==> src/common/ecg_regs.svh <==
// Offsets, fields, resets and timing counts of the readout block
`ifndef ECG_REGS_SVH
`define ECG_REGS_SVH

// Register addresses; command byte is {address, read}
`define ADDR_STATUS        7'h01
`define ADDR_INT_MANAGE    7'h04
`define ADDR_RESYNC        7'h09
`define ADDR_BUF_CLEAR     7'h0a
`define ADDR_GENERAL       7'h10
`define ADDR_BEAT_CFG      7'h1d
`define ADDR_BUF_BURST     7'h20
`define ADDR_BUF_READ      7'h21
`define ADDR_BEAT_INTERVAL 7'h25

// Field positions
`define STAT_OVF_BIT       22
`define STAT_BEAT_IRQ_BIT  10
`define CLR_MODE_LSB       4
`define CHAN_EN_BIT        19
`define DETECT_EN_BIT      15
`define INTERVAL_LSB       10
`define TAG_LSB            3
`define SAMPLE_LSB         6

// Reset values
`define INT_MANAGE_RESET   24'h000000
`define GENERAL_RESET      24'h000000
`define BEAT_CFG_RESET     24'h3f2300

// Beat-interval clear modes
`define CLR_ON_STATUS      2'h0
`define CLR_ON_INTERVAL    2'h1
`define CLR_SELF           2'h2

// Sample tags
`define TAG_VALID          3'h0
`define TAG_FAST           3'h1
`define TAG_VALID_EOF      3'h2
`define TAG_FAST_EOF       3'h3
`define TAG_EMPTY          3'h6
`define TAG_OVF            3'h7

// Serial frame edge counts
`define LAST_CMD_EDGE      6'h07
`define CMD_EDGES          6'h08
`define LAST_WORD_EDGE     6'h1f

// Beat-interval LSB time and clock rate
`define CLK_MHZ            50
`define BEAT_LSB_US        8000
`define BEAT_LSB_CYCLES    (`BEAT_LSB_US * `CLK_MHZ)

`endif

==> src/common/ecg_pkg.sv <==
// Types shared by the sample readout block
package ecg_pkg;

   // One converted sample as it arrives from the front end
   typedef struct packed {
      logic [17:0] volt;    // Two's complement voltage
      logic        fast;    // Taken during fast recovery
   } sample_t;

   // Serial transaction phase
   typedef enum logic [1:0] {
      SPI_CMD,
      SPI_READ,
      SPI_WRITE,
      SPI_DONE
   } spi_state_t;

endpackage

==> src/hdl/two_entry_buffer.sv <==
// Two-entry valid/ready buffer on the incoming sample path
`timescale 1ns/1ns
module two_entry_buffer #(
   parameter int WIDTH = 19
) (
   input  wire logic             CLK_IN,
   input  wire logic             RST_N_IN,
   input  wire logic             IN_VALID_IN,
   input  wire logic [WIDTH-1:0] IN_DATA_IN,
   output logic                  IN_READY_OUT,
   output logic                  OUT_VALID_OUT,
   output logic [WIDTH-1:0]      OUT_DATA_OUT,
   input  wire logic             OUT_READY_IN
);

   logic [WIDTH-1:0] entry_reg [2];    // Storage, indexed by slot
   logic             wr_idx_reg;       // Slot for next push
   logic             wr_idx_next;
   logic             rd_idx_reg;       // Slot for next pop
   logic             rd_idx_next;
   logic [1:0]       count_reg;        // Occupied slots
   logic [1:0]       count_next;
   logic             push;
   logic             pop;

   assign IN_READY_OUT  = (count_reg != 2'h2);
   assign OUT_VALID_OUT = (count_reg != 2'h0);
   assign OUT_DATA_OUT  = entry_reg[rd_idx_reg];
   assign push          = IN_VALID_IN & IN_READY_OUT;
   assign pop           = OUT_VALID_OUT & OUT_READY_IN;

   // A stalled drain side fills both slots
   always_comb begin
      wr_idx_next = wr_idx_reg ^ push;
      rd_idx_next = rd_idx_reg ^ pop;
      count_next  = count_reg + {1'b0, push} - {1'b0, pop};
   end

   always_ff @(posedge CLK_IN) begin
      if (!RST_N_IN) begin
         wr_idx_reg <= 1'b0;
         rd_idx_reg <= 1'b0;
         count_reg  <= 2'h0;
      end else begin
         wr_idx_reg <= wr_idx_next;
         rd_idx_reg <= rd_idx_next;
         count_reg  <= count_next;
      end
   end

   // Data slots need no reset; read only while occupied
   always_ff @(posedge CLK_IN) begin
      if (push) begin
         entry_reg[wr_idx_reg] <= IN_DATA_IN;
      end
   end

endmodule

==> src/hdl/sample_queue.sv <==
// Circular sample queue with overflow detection
`timescale 1ns/1ns
module sample_queue #(
   parameter int WIDTH = 24,
   parameter int DEPTH = 32
) (
   input  wire logic                   CLK_IN,
   input  wire logic                   RST_N_IN,
   input  wire logic                   CLEAR_IN,
   input  wire logic                   WR_IN,
   input  wire logic [WIDTH-1:0]       WR_DATA_IN,
   input  wire logic                   POP_IN,
   output logic [WIDTH-1:0]            HEAD_OUT,
   output logic [$clog2(DEPTH+1)-1:0]  COUNT_OUT,
   output logic                        OVERFLOW_OUT
);

   localparam int AW = $clog2(DEPTH);
   localparam int CW = $clog2(DEPTH+1);
   localparam logic [CW-1:0] FULL = CW'(DEPTH);
   localparam logic [AW-1:0] LAST = AW'(DEPTH - 1);

   logic [WIDTH-1:0] mem_reg [DEPTH];  // Entries, addressed by pointer
   logic [AW-1:0]    wr_ptr_reg;
   logic [AW-1:0]    wr_ptr_next;
   logic [AW-1:0]    rd_ptr_reg;
   logic [AW-1:0]    rd_ptr_next;
   logic [CW-1:0]    count_reg;
   logic [CW-1:0]    count_next;
   logic             ovf_reg;          // Sticky until a clear
   logic             ovf_next;
   logic             do_pop;

   assign HEAD_OUT     = mem_reg[rd_ptr_reg];
   assign COUNT_OUT    = count_reg;
   assign OVERFLOW_OUT = ovf_reg;
   assign do_pop       = POP_IN & (count_reg != '0);

   // A write into a full queue overwrites the oldest word
   always_comb begin
      wr_ptr_next = wr_ptr_reg;
      rd_ptr_next = rd_ptr_reg;
      count_next  = count_reg;
      ovf_next    = ovf_reg;
      if (CLEAR_IN) begin                                   // RL10
         wr_ptr_next = '0;
         rd_ptr_next = '0;
         count_next  = '0;
         ovf_next    = 1'b0;
      end else begin
         if (WR_IN) begin
            wr_ptr_next = (wr_ptr_reg == LAST) ? '0 : wr_ptr_reg + 1'b1;
         end
         if (do_pop || (WR_IN && count_reg == FULL)) begin
            rd_ptr_next = (rd_ptr_reg == LAST) ? '0 : rd_ptr_reg + 1'b1;
         end
         if (WR_IN && !do_pop && count_reg != FULL) begin
            count_next = count_reg + 1'b1;
         end else if (do_pop && !WR_IN) begin
            count_next = count_reg - 1'b1;
         end
         if (WR_IN && !do_pop && count_reg == FULL) begin
            ovf_next = 1'b1;                                // RL23
         end
      end
   end

   always_ff @(posedge CLK_IN) begin
      if (!RST_N_IN) begin
         wr_ptr_reg <= '0;
         rd_ptr_reg <= '0;
         count_reg  <= '0;
         ovf_reg    <= 1'b0;
      end else begin
         wr_ptr_reg <= wr_ptr_next;
         rd_ptr_reg <= rd_ptr_next;
         count_reg  <= count_next;
         ovf_reg    <= ovf_next;
      end
   end

   // One storage slot per entry
   for (genvar i = 0; i < DEPTH; i++) begin : g_entry
      always_ff @(posedge CLK_IN) begin
         if (WR_IN && !CLEAR_IN && wr_ptr_reg == AW'(i)) begin  // RL21
            mem_reg[i] <= WR_DATA_IN;
         end
      end
   end

endmodule

==> src/hdl/ecg_sample_readout.sv <==
// Sample buffer readout, tags and beat interval behind a serial port
`timescale 1ns/1ns
`include "ecg_regs.svh"

// Functional notes
// RL1: Sample is 18-bit left-justified two's complement
// RL2: Three-bit tag sits in word bits 5:3
// RL3: Tag 000 for valid sample, more remain
// RL4: Tag 001 for fast-recovery sample
// RL5: Tag 010 for last valid sample held
// RL6: Tag 011 for last fast-recovery sample
// RL7: Tag 110 when reading an empty buffer
// RL8: Tag 111 on all words after overflow
// RL9: Overflow also shown in status flag
// RL10: Clear or resync empties the buffer
// RL11: Host pauses reads after end-of-data
// RL12: Host drops empty words, no time step
// RL13: Host keeps time step for fast words
// RL14: Interval read-only, 14 bits left-justified
// RL15: Interval holds time between last two beats
// RL16: New beat updates interval, raises interrupt
// RL17: Mode 01 clears interrupt on interval read
// RL18: Mode 00 clears interrupt on status read
// RL19: Mode 10 self-clears after one data cycle
// RL20: Interval counter wraps silently without beats
// RL21: Buffer is 32 entries of 24 bits
// RL22: Pop on edge 32, then every 24
// RL23: Overflow when write pointer laps read
// RL24: Detection needs both enables
// RL25: Reserved tags 100 and 101 never appear
// RL26: Interrupt holds until its clear condition
module ecg_sample_readout #(
   parameter int BEAT_LSB_CYCLES = `BEAT_LSB_CYCLES,
   parameter int DEPTH           = 32
) (
   input  wire logic            CLK_IN,
   input  wire logic            RST_N_IN,
   input  wire logic            SCLK_IN,
   input  wire logic            CSB_N_IN,
   input  wire logic            SDI_IN,
   output logic                 SDO_OUT,
   output logic                 SDO_OE_OUT,
   input  wire logic            SAMPLE_VALID_IN,
   input  wire ecg_pkg::sample_t SAMPLE_IN,
   output logic                 SAMPLE_READY_OUT,
   input  wire logic            R_EVENT_IN,
   output logic                 BEAT_IRQ_OUT,
   output logic                 CHANNEL_RESYNC_OUT,
   output logic                 ECG_CHANNEL_ENABLE_OUT,
   output logic                 BEAT_DETECT_ACTIVE_OUT
);
   import ecg_pkg::*;

   localparam int PW = $clog2(BEAT_LSB_CYCLES + 1);
   localparam logic [PW-1:0] PRESCALE_LAST = PW'(BEAT_LSB_CYCLES - 1);
   localparam int CW = $clog2(DEPTH + 1);

   // Pin synchronisers
   logic             sclk_meta_reg;    // First stage, feeds only the second
   logic             sclk_sync_reg;
   logic             sclk_prev_reg;    // Edge detection history
   logic             csb_meta_reg;
   logic             csb_sync_reg;
   logic             sdi_meta_reg;
   logic             sdi_sync_reg;
   logic             sclk_rise;
   logic             cs_active;

   // Serial engine and configuration
   spi_state_t       state_reg;
   spi_state_t       state_next;
   logic [5:0]       bit_cnt_reg;      // Rising edges so far in this frame; each burst word restarts the count at 8
   logic [5:0]       bit_cnt_next;
   logic [7:0]       cmd_reg;          // {address, read}
   logic [7:0]       cmd_next;
   logic [23:0]      rx_reg;           // Write data shifter
   logic [23:0]      rx_next;
   logic [23:0]      tx_reg;           // Read data shifter, MSB on the pin
   logic [23:0]      tx_next;
   logic             load_reg;         // Fetch the read word next cycle
   logic             load_next;
   logic [23:0]      int_manage_reg;
   logic [23:0]      int_manage_next;
   logic [23:0]      general_reg;
   logic [23:0]      general_next;
   logic [23:0]      beat_cfg_reg;
   logic [23:0]      beat_cfg_next;
   logic             resync_reg;       // One-cycle resync strobe
   logic             resync_next;
   logic             fifo_pop;
   logic             buf_clear;
   logic             status_rd_done;
   logic             interval_rd_done;
   logic [6:0]       addr;
   logic             is_fifo;
   logic [23:0]      read_word;
   logic [2:0]       tag;

   // Beat interval
   logic [PW-1:0]    prescale_reg;     // Counts system clocks per LSB
   logic [PW-1:0]    prescale_next;
   logic [13:0]      interval_cnt_reg; // Running interval since last beat
   logic [13:0]      interval_cnt_next;
   logic [13:0]      interval_reg;     // Last completed interval
   logic [13:0]      interval_next;
   logic             beat_irq_reg;
   logic             beat_irq_next;
   logic [1:0]       clear_mode;
   logic             detect_active;
   logic             irq_clear_hit;

   // Sample path
   sample_t          buf_sample;
   logic             buf_valid;
   logic             fifo_accept;
   logic             fifo_wr;
   logic [23:0]      fifo_head;
   logic [CW-1:0]    fifo_count;
   logic             fifo_ovf;
   logic             fifo_empty;

   // Two flip-flops per pin, a third on SCLK for edge detection
   always_ff @(posedge CLK_IN) begin
      if (!RST_N_IN) begin
         sclk_meta_reg <= 1'b0;
         sclk_sync_reg <= 1'b0;
         sclk_prev_reg <= 1'b0;
         csb_meta_reg  <= 1'b1;
         csb_sync_reg  <= 1'b1;
         sdi_meta_reg  <= 1'b0;
         sdi_sync_reg  <= 1'b0;
      end else begin
         sclk_meta_reg <= SCLK_IN;
         sclk_sync_reg <= sclk_meta_reg;
         sclk_prev_reg <= sclk_sync_reg;
         csb_meta_reg  <= CSB_N_IN;
         csb_sync_reg  <= csb_meta_reg;
         sdi_meta_reg  <= SDI_IN;
         sdi_sync_reg  <= sdi_meta_reg;
      end
   end

   assign sclk_rise  = sclk_sync_reg & ~sclk_prev_reg;
   assign cs_active  = ~csb_sync_reg;
   assign addr       = cmd_reg[7:1];
   assign is_fifo    = (addr == `ADDR_BUF_BURST) || (addr == `ADDR_BUF_READ);
   assign fifo_empty = (fifo_count == '0);
   assign clear_mode = int_manage_reg[`CLR_MODE_LSB +: 2];
   assign ECG_CHANNEL_ENABLE_OUT = general_reg[`CHAN_EN_BIT];
   assign detect_active = beat_cfg_reg[`DETECT_EN_BIT] & general_reg[`CHAN_EN_BIT];  // RL24
   assign BEAT_DETECT_ACTIVE_OUT = detect_active;

   // Tag choice; only the six defined codes can be produced
   always_comb begin
      if (fifo_ovf) begin
         tag = `TAG_OVF;                                    // RL8
      end else if (fifo_empty) begin
         tag = `TAG_EMPTY;                                  // RL7
      end else if (fifo_head[`TAG_LSB]) begin
         tag = (fifo_count == CW'(1)) ? `TAG_FAST_EOF : `TAG_FAST;    // RL4 RL6
      end else begin
         tag = (fifo_count == CW'(1)) ? `TAG_VALID_EOF : `TAG_VALID;  // RL3 RL5
      end
   end

   // Read word per address
   always_comb begin
      read_word = 24'h000000;
      case (addr)
         `ADDR_STATUS: begin
            read_word[`STAT_OVF_BIT]      = fifo_ovf;       // RL9
            read_word[`STAT_BEAT_IRQ_BIT] = beat_irq_reg;
         end
         `ADDR_INT_MANAGE:    read_word = int_manage_reg;
         `ADDR_GENERAL:       read_word = general_reg;
         `ADDR_BEAT_CFG:      read_word = beat_cfg_reg;
         `ADDR_BUF_BURST,
         `ADDR_BUF_READ: begin
            // Empty reads carry no voltage; overflow keeps the data
            read_word[23:`SAMPLE_LSB]       = fifo_empty ? 18'h00000 : fifo_head[23:`SAMPLE_LSB];
            read_word[`TAG_LSB +: 3]        = tag;          // RL1 RL2 RL25
         end
         `ADDR_BEAT_INTERVAL: begin
            read_word[23:`INTERVAL_LSB]     = interval_reg; // RL14
         end
         default:             read_word = 24'h000000;
      endcase
   end

   // Command byte, then 24-bit words
   always_comb begin
      state_next       = state_reg;
      bit_cnt_next     = bit_cnt_reg;
      cmd_next         = cmd_reg;
      rx_next          = rx_reg;
      tx_next          = tx_reg;
      load_next        = 1'b0;
      int_manage_next  = int_manage_reg;
      general_next     = general_reg;
      beat_cfg_next    = beat_cfg_reg;
      resync_next      = 1'b0;
      fifo_pop         = 1'b0;
      buf_clear        = 1'b0;
      status_rd_done   = 1'b0;
      interval_rd_done = 1'b0;
      // Fetch one cycle after the edge so a burst sees the popped head
      if (load_reg) begin
         tx_next = read_word;
      end
      if (!cs_active) begin
         // Deselect aborts any frame; partial words commit nothing
         state_next   = SPI_CMD;
         bit_cnt_next = 6'h00;
      end else if (sclk_rise) begin
         case (state_reg)
            SPI_CMD: begin
               cmd_next     = {cmd_reg[6:0], sdi_sync_reg};
               bit_cnt_next = bit_cnt_reg + 6'h01;
               if (bit_cnt_reg == `LAST_CMD_EDGE) begin
                  if (cmd_next[0]) begin
                     state_next = SPI_READ;
                     load_next  = 1'b1;
                  end else begin
                     state_next = SPI_WRITE;
                  end
               end
            end
            SPI_READ: begin
               tx_next      = {tx_reg[22:0], 1'b0};
               bit_cnt_next = bit_cnt_reg + 6'h01;
               if (bit_cnt_reg == `LAST_WORD_EDGE) begin
                  fifo_pop         = is_fifo & ~fifo_empty;            // RL22
                  status_rd_done   = (addr == `ADDR_STATUS);
                  interval_rd_done = (addr == `ADDR_BEAT_INTERVAL);
                  if (addr == `ADDR_BUF_BURST) begin
                     bit_cnt_next = `CMD_EDGES;                        // RL22
                     load_next    = 1'b1;
                  end else begin
                     state_next = SPI_DONE;
                  end
               end
            end
            SPI_WRITE: begin
               rx_next      = {rx_reg[22:0], sdi_sync_reg};
               bit_cnt_next = bit_cnt_reg + 6'h01;
               if (bit_cnt_reg == `LAST_WORD_EDGE) begin
                  state_next = SPI_DONE;
                  // Read-only registers ignore writes
                  case (addr)
                     `ADDR_INT_MANAGE: int_manage_next = rx_next;
                     `ADDR_GENERAL:    general_next    = rx_next;
                     `ADDR_BEAT_CFG:   beat_cfg_next   = rx_next;
                     `ADDR_BUF_CLEAR:  buf_clear       = 1'b1;      // RL10
                     `ADDR_RESYNC: begin
                        buf_clear   = 1'b1;                         // RL10
                        resync_next = 1'b1;
                     end
                     default: ;
                  endcase
               end
            end
            default: ;
         endcase
      end
   end

   always_ff @(posedge CLK_IN) begin
      if (!RST_N_IN) begin
         state_reg      <= SPI_CMD;
         bit_cnt_reg    <= 6'h00;
         cmd_reg        <= 8'h00;
         rx_reg         <= 24'h000000;
         tx_reg         <= 24'h000000;
         load_reg       <= 1'b0;
         int_manage_reg <= `INT_MANAGE_RESET;
         general_reg    <= `GENERAL_RESET;
         beat_cfg_reg   <= `BEAT_CFG_RESET;
         resync_reg     <= 1'b0;
      end else begin
         state_reg      <= state_next;
         bit_cnt_reg    <= bit_cnt_next;
         cmd_reg        <= cmd_next;
         rx_reg         <= rx_next;
         tx_reg         <= tx_next;
         load_reg       <= load_next;
         int_manage_reg <= int_manage_next;
         general_reg    <= general_next;
         beat_cfg_reg   <= beat_cfg_next;
         resync_reg     <= resync_next;
      end
   end

   assign SDO_OUT            = tx_reg[23];
   assign SDO_OE_OUT         = cs_active;
   assign CHANNEL_RESYNC_OUT = resync_reg;

   // Clear source per mode; mode 11 acts as status clear
   always_comb begin
      case (clear_mode)
         `CLR_ON_INTERVAL: irq_clear_hit = interval_rd_done;   // RL17
         `CLR_SELF:        irq_clear_hit = fifo_wr;            // RL19
         default:          irq_clear_hit = status_rd_done;     // RL18
      endcase
   end

   // Interval in LSB ticks; a beat wins over a same-cycle clear
   always_comb begin
      prescale_next     = prescale_reg;
      interval_cnt_next = interval_cnt_reg;
      interval_next     = interval_reg;
      beat_irq_next     = beat_irq_reg;
      if (!detect_active) begin
         prescale_next     = '0;
         interval_cnt_next = 14'h0000;
      end else if (R_EVENT_IN) begin
         interval_next     = interval_cnt_reg;                  // RL15 RL16
         prescale_next     = '0;
         interval_cnt_next = 14'h0000;
      end else if (prescale_reg == PRESCALE_LAST) begin
         prescale_next     = '0;
         interval_cnt_next = interval_cnt_reg + 14'h0001;       // RL20
      end else begin
         prescale_next     = prescale_reg + 1'b1;
      end
      if (detect_active && R_EVENT_IN) begin
         beat_irq_next = 1'b1;                                  // RL16
      end else if (irq_clear_hit) begin
         beat_irq_next = 1'b0;                                  // RL26
      end
   end

   always_ff @(posedge CLK_IN) begin
      if (!RST_N_IN) begin
         prescale_reg     <= '0;
         interval_cnt_reg <= 14'h0000;
         interval_reg     <= 14'h0000;
         beat_irq_reg     <= 1'b0;
      end else begin
         prescale_reg     <= prescale_next;
         interval_cnt_reg <= interval_cnt_next;
         interval_reg     <= interval_next;
         beat_irq_reg     <= beat_irq_next;
      end
   end

   assign BEAT_IRQ_OUT = beat_irq_reg;

   // Samples wait while the channel is off or a clear runs
   assign fifo_accept = general_reg[`CHAN_EN_BIT] & ~buf_clear;
   assign fifo_wr     = buf_valid & fifo_accept;

   two_entry_buffer #(
      .WIDTH         ($bits(sample_t))
   ) u_in_buffer (
      .CLK_IN        (CLK_IN),
      .RST_N_IN      (RST_N_IN),
      .IN_VALID_IN   (SAMPLE_VALID_IN),
      .IN_DATA_IN    (SAMPLE_IN),
      .IN_READY_OUT  (SAMPLE_READY_OUT),
      .OUT_VALID_OUT (buf_valid),
      .OUT_DATA_OUT  (buf_sample),
      .OUT_READY_IN  (fifo_accept)
   );

   // Stored word keeps the fast bit in the tag field
   sample_queue #(
      .WIDTH        (24),
      .DEPTH        (DEPTH)
   ) u_queue (
      .CLK_IN       (CLK_IN),
      .RST_N_IN     (RST_N_IN),
      .CLEAR_IN     (buf_clear),
      .WR_IN        (fifo_wr),
      .WR_DATA_IN   ({buf_sample.volt, 2'b00, buf_sample.fast, 3'b000}),  // RL1
      .POP_IN       (fifo_pop),
      .HEAD_OUT     (fifo_head),
      .COUNT_OUT    (fifo_count),
      .OVERFLOW_OUT (fifo_ovf)
   );

endmodule

==> config.mk <==
export PLATFORM = sky130hd
export DESIGN_NAME = ecg_sample_readout
export DESIGN_NICKNAME = d
export VERILOG_FILES = /design/src/common/ecg_pkg.sv /design/src/hdl/two_entry_buffer.sv /design/src/hdl/sample_queue.sv /design/src/hdl/ecg_sample_readout.sv
export VERILOG_INCLUDE_DIRS = /design/src /design/src/common
export SDC_FILE = /design/constraint.sdc
export NUM_CORES = 1
export LEC_CHECK = 0
export BUFFER_PORTS_ARGS = -buffer_cell sky130_fd_sc_hd__clkbuf_2
export CAP_MARGIN = 20
export CORE_ASPECT_RATIO = 1.1
export CORE_UTILIZATION = 45
export DETAILED_ROUTE_END_ITERATION = 12
export PLACE_DENSITY = 0.7
export SYNTH_ARGS = -nofsm -noshare
export SYNTH_HDL_FRONTEND = slang
export SYNTH_SLANG_ARGS = --single-unit
==> constraint.sdc <==
create_clock -name CLK_IN -period 3.8 [get_ports CLK_IN]
set_input_delay 0.19 -clock CLK_IN [delete_from_list [all_inputs] [get_ports CLK_IN]]
set_output_delay 0.19 -clock CLK_IN [all_outputs]
set_load 0.01 [all_outputs]
### Word-level counts from Yosys, hierarchy flattened

Memories as Yosys holds them, arrays and structs flattened. A register that Yosys moved wholly into a read port is not among the register bits.
Cells that the tools add are included.

| word-level totals | value |
|---|---|
| word-level logic and storage cells | 431 |
| memory bits (read-only) | 0 |
| register bits after elaboration | 213 |
| memories kept | 2 |
| bits in writable memories | 646 |
| latch bits | 0 |
| output and inout bits | 7 |
| input bits | 26 |

Memories:

| name | words | bits a word | read ports | clocked after memory_dff | wr ports | line | RTL |
|---|---|---|---|---|---|---|---|
| u_queue.mem_reg | 32 | 19 | 1 | 1 | 1 | sample_queue.sv:23 | `logic [WIDTH-1:0] mem_reg [DEPTH];` |
| u_in_buffer.entry_reg | 2 | 19 | 1 | 1 | 1 | two_entry_buffer.sv:16 | `logic [WIDTH-1:0] entry_reg [2];` |

| operators by class | value |
|---|---|
| reductions and logical operators | 101 |
| order comparisons | 0 |
| multipliers | 0 |
| mux-type cells | 217 |
| divide/modulo/power cells | 0 |
| shifts and indexed selects | 0 |
| equal/unequal tests | 56 |
| bitwise gates (word level) | 18 |
| add/sub/neg operators | 9 |

Operators by type and width:

| operator | count |
|---|---|
| 19-bit two-way mux | 31 |
| 19-bit OR reduction | 31 |
| 5-bit two-way mux | 35 |
| 1-bit two-way mux | 122 |
| 24-bit two-way mux | 4 |
| 5-bit == test (second input constant) | 17 |
| 11-bit one-hot mux with 5 select lines | 1 |
| 5-bit by 4-bit == test with 1-bit output (second input constant) | 8 |
| 1-bit logical AND | 39 |
| 7-bit one-hot mux with 4 select lines | 1 |
| 6-bit two-way mux | 4 |
| 7-bit by 6-bit == test with 1-bit output (second input constant) | 3 |
| 5-bit by 3-bit == test with 1-bit output (second input constant) | 4 |
| 19-bit by 1-bit adder with 19-bit output (second input constant) | 1 |
| 19-bit == test (second input constant) | 1 |
| 18-bit two-way mux | 1 |
| 2-bit two-way mux | 8 |
| 5-bit AND reduction | 3 |
| 14-bit by 1-bit adder with 14-bit output (second input constant) | 1 |
| 7-bit by 4-bit == test with 1-bit output (second input constant) | 2 |
| 7-bit by 5-bit == test with 1-bit output (second input constant) | 2 |
| 6-bit by 1-bit adder with 6-bit output (second input constant) | 2 |
| 1-bit one-hot mux with 6 select lines | 2 |
| 6-bit one-hot mux with 2 select lines | 1 |
| 39 further kinds | 77 |

### Longest topological paths before layout

Gate-level depths: netlist (run 1).

| logic depth | value |
|---|---|
| depth in word-level cells | 46 |
| gate-level depth with buffers | 14 |

### Cells and area by module

A second synthesis (run 1) with hierarchy kept.

| unflattened totals | value |
|---|---|
| cells, all modules | 2422 |
| area, all modules | 40874.2 um2 |

Modules (own cells, without submodules):

| module | area each (um2) | cells an instance | seq. area each (um2) | instances |
|---|---|---|---|---|
| sample_queue | 30449.2 | 1283 | 23502.5 | 1 |
| ecg_sample_readout | 8785.9 | 1051 | 3843.7 | 1 |
| two_entry_buffer | 1639.1 | 88 | 1241.2 | 1 |

### Worst setup path before layout (run 1)

Ideal clock, no wire load.

| timing path | value |
|---|---|
| kind | register -> register |
| start | register state_reg[0] |
| end | memory u_queue.mem_reg[0][0] (enable) |
| data required time | 3.356 ns |
| buffers on the path | 3 |
| stages on the path, launching flop included | 10 |
| period minus slack after synthesis | 3.917 ns |
| arrival time | 3.474 ns |
| path slack | -0.117 ns |
| cells stage by stage | dfxtp_1 > inv_1 > ha_1 > nor4bb_1 > clkbuf_1 > nand4_1 > o21ai_0 > clkbuf_1 > clkbuf_1 > nor4_1 |

| on the way | value |
|---|---|
| word-level cells in the longest chain between the ends | 43 |
| elaborated cells between the ends (all ways) | 198 |
| classes of those cells | eq/ne: 1; mux: 129; bitwise: 3; reduce/logical: 65 |

Ends and longest elaborated chain:

| item | line | RTL |
|---|---|---|
| start: declaration | ecg_sample_readout.sv:70 | `spi_state_t state_reg;` |
| start signal: assignment | ecg_sample_readout.sv:280 | `state_reg <= state_next;` |
| 2-bit == test * | ecg_sample_readout.sv:215 | `case (state_reg)` |
| 1-bit two-way mux * | ecg_sample_readout.sv:215 |  |
| 1-bit two-way mux * | ecg_sample_readout.sv:214 | `end else if (sclk_rise) begin` |
| 1-bit two-way mux * | ecg_sample_readout.sv:210 | `if (!cs_active) begin` |
| 1-bit inverter | ecg_sample_readout.sv:349 | `` assign fifo_accept = general_reg[`CHAN_EN_BIT] & ~buf_clear; `` |
| 1-bit AND | ecg_sample_readout.sv:349 |  |
| 1-bit AND | ecg_sample_readout.sv:350 | `assign fifo_wr = buf_valid & fifo_accept;` |
| 1-bit logical AND * | sample_queue.sv:85 | `if (WR_IN && !CLEAR_IN && wr_ptr_reg == AW'(i)) begin` |
| 1-bit logical AND | sample_queue.sv:85 |  |
| 1-bit two-way mux | sample_queue.sv:85 |  |
| 1-bit two-way mux (implied by the code) | sample_queue.sv:86 | `mem_reg[i] <= WR_DATA_IN;` |
| 19-bit OR reduction (no source line) | - |  |
| 5-bit two-way mux (no source line) or 1-bit two-way mux (tied branches) (31 in series) | - |  |
| end: declaration | sample_queue.sv:23 |  |

Mark *: on every way between the ends. The rest lies on a longest branch, timed or not.

### Worst setup path in the final report (run 1)

| timing path | value |
|---|---|
| start | register state_reg[0] |
| end | memory u_queue.mem_reg[29][7] (enable) |

The elaborated chain is that of the path after synthesis.

==> impl_metrics.env, run 1 <==
export IMPL_ir_worst_vdd_uv=293
export IMPL_clkLatencyLatePin_ns=0.66
export IMPL_yosysSeqAreaShare=0.696
export IMPL_drt_wirelength_per_cell_um=23.9
export IMPL_dp_slack_ns=0.567
export IMPL_p_sw_mw=3.88
export IMPL_drc=0
export IMPL_fp_dieW_um=265
export IMPL_clock_path_buffers=3
export IMPL_ys_seq_elements=865
export IMPL_clock_sink_count=865
export IMPL_ys_flop_type="edfxtp_1"
export IMPL_finalWorstSetupSlack_ns=0.588
export IMPL_synth_top_cell_by_area="edfxtp_1"
export IMPL_routabilityCongestion=0.886
export IMPL_status="finished, final reports clean"
export IMPL_dpl_instance_area_sq_mm=0.0358
export IMPL_finClkSkew_ns=0.0371
export IMPL_cts_tree="built"
export IMPL_seqPwrFrac=0.544
export IMPL_fin_util=0.518
export IMPL_start_util=0.456
export IMPL_avgSynthCellArea_sq_um=14.9
export IMPL_arrival_ns=3.48
export IMPL_portBuffers=32
export IMPL_comb_power_share=0.018
export IMPL_cts_root_buffer="clkbuf_16"
export IMPL_hpwl_um=50800
export IMPL_yosysWarnings=0
export IMPL_grt_max_degree=68
export IMPL_grt_use_met3=0.0327
export IMPL_vias=20500
export IMPL_drive_above_1_share=0.185
export IMPL_period_share=0.845
export IMPL_grt_setup_unrepaired="false"
export IMPL_required_ns=4.06
export IMPL_nets=2425
export IMPL_power_frac_clock=0.438
export IMPL_finalSetupTns_ns=0
export IMPL_power_density_mw_per_mm2=487
export IMPL_h_tree_depth=3
export IMPL_drtAntennaViolNets=0
export IMPL_dr_pass1_iters=6
export IMPL_synth_area_sq_mm=0.0342
export IMPL_die_height_um=291
export IMPL_swShare=0.205
export IMPL_rows=105
export IMPL_final_min_clock_period_ns=3.21
export IMPL_antenna_found_initial=1
export IMPL_path_class="reg2reg"
export IMPL_crit_path_max_fanout=19
export IMPL_fmax_ghz=0.311
export IMPL_grt_util_all_layers=0.210
export IMPL_first_global_vias=19900
export IMPL_yosysMostFrequentCell="edfxtp_1"
export IMPL_synth_net_count=2343
export IMPL_syn_inst=2292
export IMPL_area_growth_syn_to_layout_pct=13.6
export IMPL_async_reset_ff_frac=0
export IMPL_largest_register_ffs=608
export IMPL_synthDistinctLibCells=73
export IMPL_p_leak_nw=12.0
export IMPL_crit_path_end_kind="register"
export IMPL_drv_slew=0
export IMPL_synth_area_top_cells="edfxtp_1 (57%), dfxtp_1 (13%), mux4_2 (9.2%), nand2_1 (3.2%), a21oi_1 (1.9%)"
export IMPL_synthTopCellsByCount="edfxtp_1 (646), nand2_1 (292), dfxtp_1 (219)"
export IMPL_synth_top_area_share=0.567
export IMPL_synth_edf_count=646
export IMPL_coreArea_sq_mm=0.0749
export IMPL_drt_total_wl_um=81300
export IMPL_maxCapViolCount=0
export IMPL_instances_no_fill=3408
export IMPL_ios=33
export IMPL_grt_use_met1=0.298
export IMPL_nFillCells=6016
export IMPL_dp_cells=3220
export IMPL_fin_total_pwr_mw=18.9
export IMPL_cts_buffers=86
export IMPL_setup_viol=0
export IMPL_clk_pin_slew_ns=0.07
export IMPL_grt_pass1_wl_um=122000
export IMPL_dieArea_sq_mm=0.0771
export IMPL_hold_viol=0
export IMPL_grt_busiest_layer="met2"
export IMPL_whs_ns=0.239
export IMPL_hp_class="in2reg"
export IMPL_grt_overflow_total=0
export IMPL_worst_pin_slew_ns=1.10
export IMPL_avgViaCountPerCell=6.01
export IMPL_postLayoutCellArea_sq_mm=0.0388
export IMPL_dr_first_iter_drc_count=2566
export IMPL_p_int_mw=15.0
export IMPL_grt_met2_usage=0.329
export IMPL_relSlewSlack=0.265
export IMPL_startpoint_type="register"
cell families after synthesis:
group | after synthesis | share of synthesized area
compound gates | 390 | 0.0734
xor+xnor | 41 | 0.0105
fa+ha+maj | 25 | 0.00915
buf+inv | 165 | 0.0187
flops | 865 | 0.696
mux | 206 | 0.112
simple gates | 600 | 0.0802
critical path: stages (launching register included):
cell and delay [ns]:
dfxtp_1 0.37, inv_1 0.09, ha_1 0.27, nor4bb_4 0.19, nand4_1 0.14, o21ai_2 0.07
inv_1 0.32, nand3_1 0.39, nor2_2 0.98
metal layers:
layer / wire (um) / vias to the layer above
li1: - / 8982
met1: 34000 / 10400
met2: 38500 / 929
met3: 6430 / 134
met4: 2480 / 0
met5: 0 / -
what timing repair did:
item,4_1_cts,5_1_grt
hold buffers,24,0
resized for setup,0,0
buffers inserted,0,0
hold endpoints to repair,43,0
cell usage in the layout (no fill, tap or decap), drive strengths merged, types with 19 or more instances in the layout:
master / instances
mux2i: 38
mux4: 139
mux2: 29
clkinv: 35
a221oi: 23
a21oi: 127
nand3: 37
dfxtp: 219
a22oi: 19
nand2: 292
o21ai: 60
nor3: 30
or3: 21
buf: 77
xor2: 28
edfxtp: 646
ha: 25
inv: 29
o22ai: 50
nor2: 113
clkbuf: 145
dlygate4sd3: 24
a211oi: 28
final cells by class:
class,instances,area [sq um],area share
Antenna cell,1,2.50,0.0000645
Tap cell,963,1200,0.0310
Timing Repair Buffer,133,1080,0.0278
Sequential cell,865,23800,0.613
Multi-Input combinational cell,1262,9900,0.255
Clock buffer,113,2300,0.0594
Inverter,26,98.8,0.00255
Clock inverter,45,430,0.0111
power by group through the flow:
stage	registers (mW)	logic (mW)	clock network (mW)
2_1_floorplan	10.5	0.161	0
3_3_place_gp	10.5	0.304	0
3_5_place_dp	10.5	0.326	0
4_1_cts	10.3	0.344	8.38
5_1_grt	10.3	0.369	8.75
6_report	10.3	0.341	8.29
worst paths after layout:
check | from | endpoint | slack (ns) | cells after the start
worst min register to register | sclk_meta_reg | sclk_sync_reg | 0.44 | 1
worst min-delay path | SAMPLE_VALID_IN | u_in_buffer.wr_idx_reg | 0.24 | 4
worst max-delay path | state_reg[0] | u_queue.mem_reg[29][7] | 0.59 | 8
worst max register to register | state_reg[0] | u_queue.mem_reg[29][7] | 0.59 | 8
Power figures use the tool's default switching activity.
==> inputs of run 2 (changes only) <==
==> constraint.sdc (replaced) <==
create_clock -name CLK_IN -period 2.65 [get_ports CLK_IN]
set_input_delay 0.1325 -clock CLK_IN [delete_from_list [all_inputs] [get_ports CLK_IN]]
set_output_delay 0.1325 -clock CLK_IN [all_outputs]
set_load 0.01 [all_outputs]
==> run 2 against run 1 <==
  * Non-clock buffer count up 74
  * Die area unchanged
  * Sequential share of layout area down 1.9 points
  * Setup slack worse by 0.52 ns
  * Sequential power up 43%
  * Flip-flop and latch count unchanged
  * Final area up 3.3%
  * Count of clock-buffer cells in the layout down 5
  * Clock skew down 0.0046 ns
  * Routed wire length up 2.4%
  * Worst hold slack worse by 0.19 ns
  * Clock power up 52%
  * Critical endpoint is now u_in_buffer.count_reg[1]
  * Largest power group unchanged
  * Highest routed layer is now met5
==> impl_metrics.env, run 2 (synthesized netlist as in run 1, its figures left out) <==
export IMPL_status="finished, final reports clean"
export IMPL_whs_ns=0.0459
export IMPL_grt_max_degree=49
export IMPL_nets=2501
export IMPL_area_growth_syn_to_layout_pct=17.3
export IMPL_power_frac_clock=0.453
export IMPL_diodes=0
export IMPL_fmax_ghz=0.387
export IMPL_critPathMaxStageDelay_ns=0.32
export IMPL_routabilityCongestion=0.897
export IMPL_p_leak_nw=12.6
export IMPL_grt_overflow_total=0
export IMPL_instances_no_fill=3483
export IMPL_grt_util_all_layers=0.216
export IMPL_grt_pass1_wl_um=126000
export IMPL_required_ns=3.21
export IMPL_drtAntennaViolNets=0
export IMPL_cts_buffers=88
export IMPL_nFillCells=5836
export IMPL_clkLatencyLatePin_ns=0.67
export IMPL_ir_worst_vdd_uv=511
export IMPL_ios=33
export IMPL_maxCapViolCount=0
export IMPL_drc=0
export IMPL_die_height_um=291
export IMPL_hp_class="in2reg"
export IMPL_largest_register_ffs=608
export IMPL_crit_path_max_fanout=3
export IMPL_comb_power_share=0.018
export IMPL_drt_wirelength_per_cell_um=23.9
export IMPL_setup_viol=0
export IMPL_hold_viol=0
export IMPL_drt_total_wl_um=83300
export IMPL_vias=20700
export IMPL_finClkSkew_ns=0.0325
export IMPL_start_util=0.456
export IMPL_power_density_mw_per_mm2=695
export IMPL_avgViaCountPerCell=5.93
export IMPL_dr_first_iter_drc_count=2189
export IMPL_cp_cell_sequence="inv_2 > ha_2 > nor4bb_4 > nand4_1 > o21ai_4 > inv_2 > buf_6 > ha_1 > inv_1 > ha_1 > xor2_1 > xnor2_1 > nor2_1"
export IMPL_clk_pin_slew_ns=0.07
export IMPL_coreArea_sq_mm=0.0749
export IMPL_period_share=0.975
export IMPL_dieArea_sq_mm=0.0771
export IMPL_grt_setup_unrepaired="true"
export IMPL_cts_root_buffer="clkbuf_16"
export IMPL_rows=105
export IMPL_final_common_cell="edfxtp_1"
export IMPL_dr_pass1_iters=9
export IMPL_drv_slew=0
export IMPL_clock_sink_count=865
export IMPL_dp_cells=3281
export IMPL_cts_tree="built"
export IMPL_clock_path_buffers=3
export IMPL_first_global_vias=20700
export IMPL_p_sw_mw=5.70
export IMPL_finalWorstSetupSlack_ns=0.0667
export IMPL_p_int_mw=22.2
export IMPL_worst_pin_slew_ns=0.880
export IMPL_portBuffers=32
export IMPL_drive_above_1_share=0.219
export IMPL_h_tree_depth=3
export IMPL_arrival_ns=3.14
export IMPL_seqPwrFrac=0.529
export IMPL_path_class="reg2reg"
export IMPL_swShare=0.205
export IMPL_crit_path_end_kind="register"
export IMPL_dp_slack_ns=-0.359
export IMPL_antenna_found_initial=2
export IMPL_hpwl_um=53500
export IMPL_relSlewSlack=0.413
export IMPL_startpoint_type="register"
export IMPL_final_min_clock_period_ns=2.58
export IMPL_cp_slowest_cell="dfxtp_1"
export IMPL_layout_common_cells="edfxtp_1 (646), nand2_1 (291), dfxtp_1 (215)"
export IMPL_fp_dieW_um=265
-- run 2: changes by cell type in the layout (fill, tap and decap cells not counted), moves of 8 or more --
cell    previous run  this run
buf_4             67       119
nor2_2            23         3
buf_12             5        26
nor4_2            10         1
nor2_4             0        21
nor4_4             0         8
-- run 2: layout make-up --
type                    count  area, sq um  share of cell area
multi-input cells        1262        10100               0.253
flip-flops and latches    865        23800               0.593
clock buffers             108         2320              0.0579
well taps                 963         1200              0.0301
clock inverters            52          642              0.0160
repair buffers            207         1900              0.0474
inverters                  26         98.8             0.00247
-- run 2: worst max-delay path: cells and delay by family, from the launching register on --
family          cells  cell delay, ns
compound gates      1            0.28
xor+xnor            2            0.33
fa+ha+maj           3            0.65
buf+inv             4            0.34
flops               1            0.32
simple gates        3            0.53
-- run 2: path summary, 6_finish.rpt --
path,slack [ns],end,start,cells past startpoint
min,0.05,interval_cnt_reg[0],R_EVENT_IN,4
max reg2reg,0.07,u_in_buffer.count_reg[1],state_reg[0],13
min reg2reg,0.45,csb_sync_reg,csb_meta_reg,1
max,0.07,u_in_buffer.count_reg[1],state_reg[0],13
-- run 2: repair_timing --
item,in CTS,in global routing
gates resized for setup,21,19
pin swaps,5,18
setup endpoints to repair,371,305
setup buffers,1,14
endpoints found under the hold margin,49,0
hold buffers,23,0
-- run 2: layer usage --
metal  vias up  routed length (um)  track usage
met5         -                  19            0
met4         2                2380       0.0788
met3       127                6660       0.0378
met2       929               40400        0.350
met1     10500               33800        0.293
li1       9149                   -            -
-- run 2: power by group through the flow --
stage	Sequential (mW)	Clock, mW	Combinational (mW)
6_report	14.7	12.6	0.506
5_1_grt	14.7	13.3	0.551
4_1_cts	14.7	12.8	0.516
3_5_place_dp	15.0	0	0.490
3_3_place_gp	15.0	0	0.468
2_1_floorplan	15.0	0	0.231
-- run 2: through the flow --
| step | setup TNS [ns] | total power, mW | util | area (sq um) |
|---|---|---|---|---|
| 2_1_floorplan | -77.67 | 15.3 | - | 34300 |
| 3_3_place_gp | -69.32 | 15.5 | 0.486 | 36400 |
| 3_5_place_dp | -80.90 | 15.5 | 0.486 | 36400 |
| 4_1_cts | -25.50 | 28.1 | 0.530 | 39700 |
| 5_1_grt | -0.0887 | 28.6 | 0.535 | 40100 |
| 6_report | 0 | 27.9 | 0.535 | 40100 |
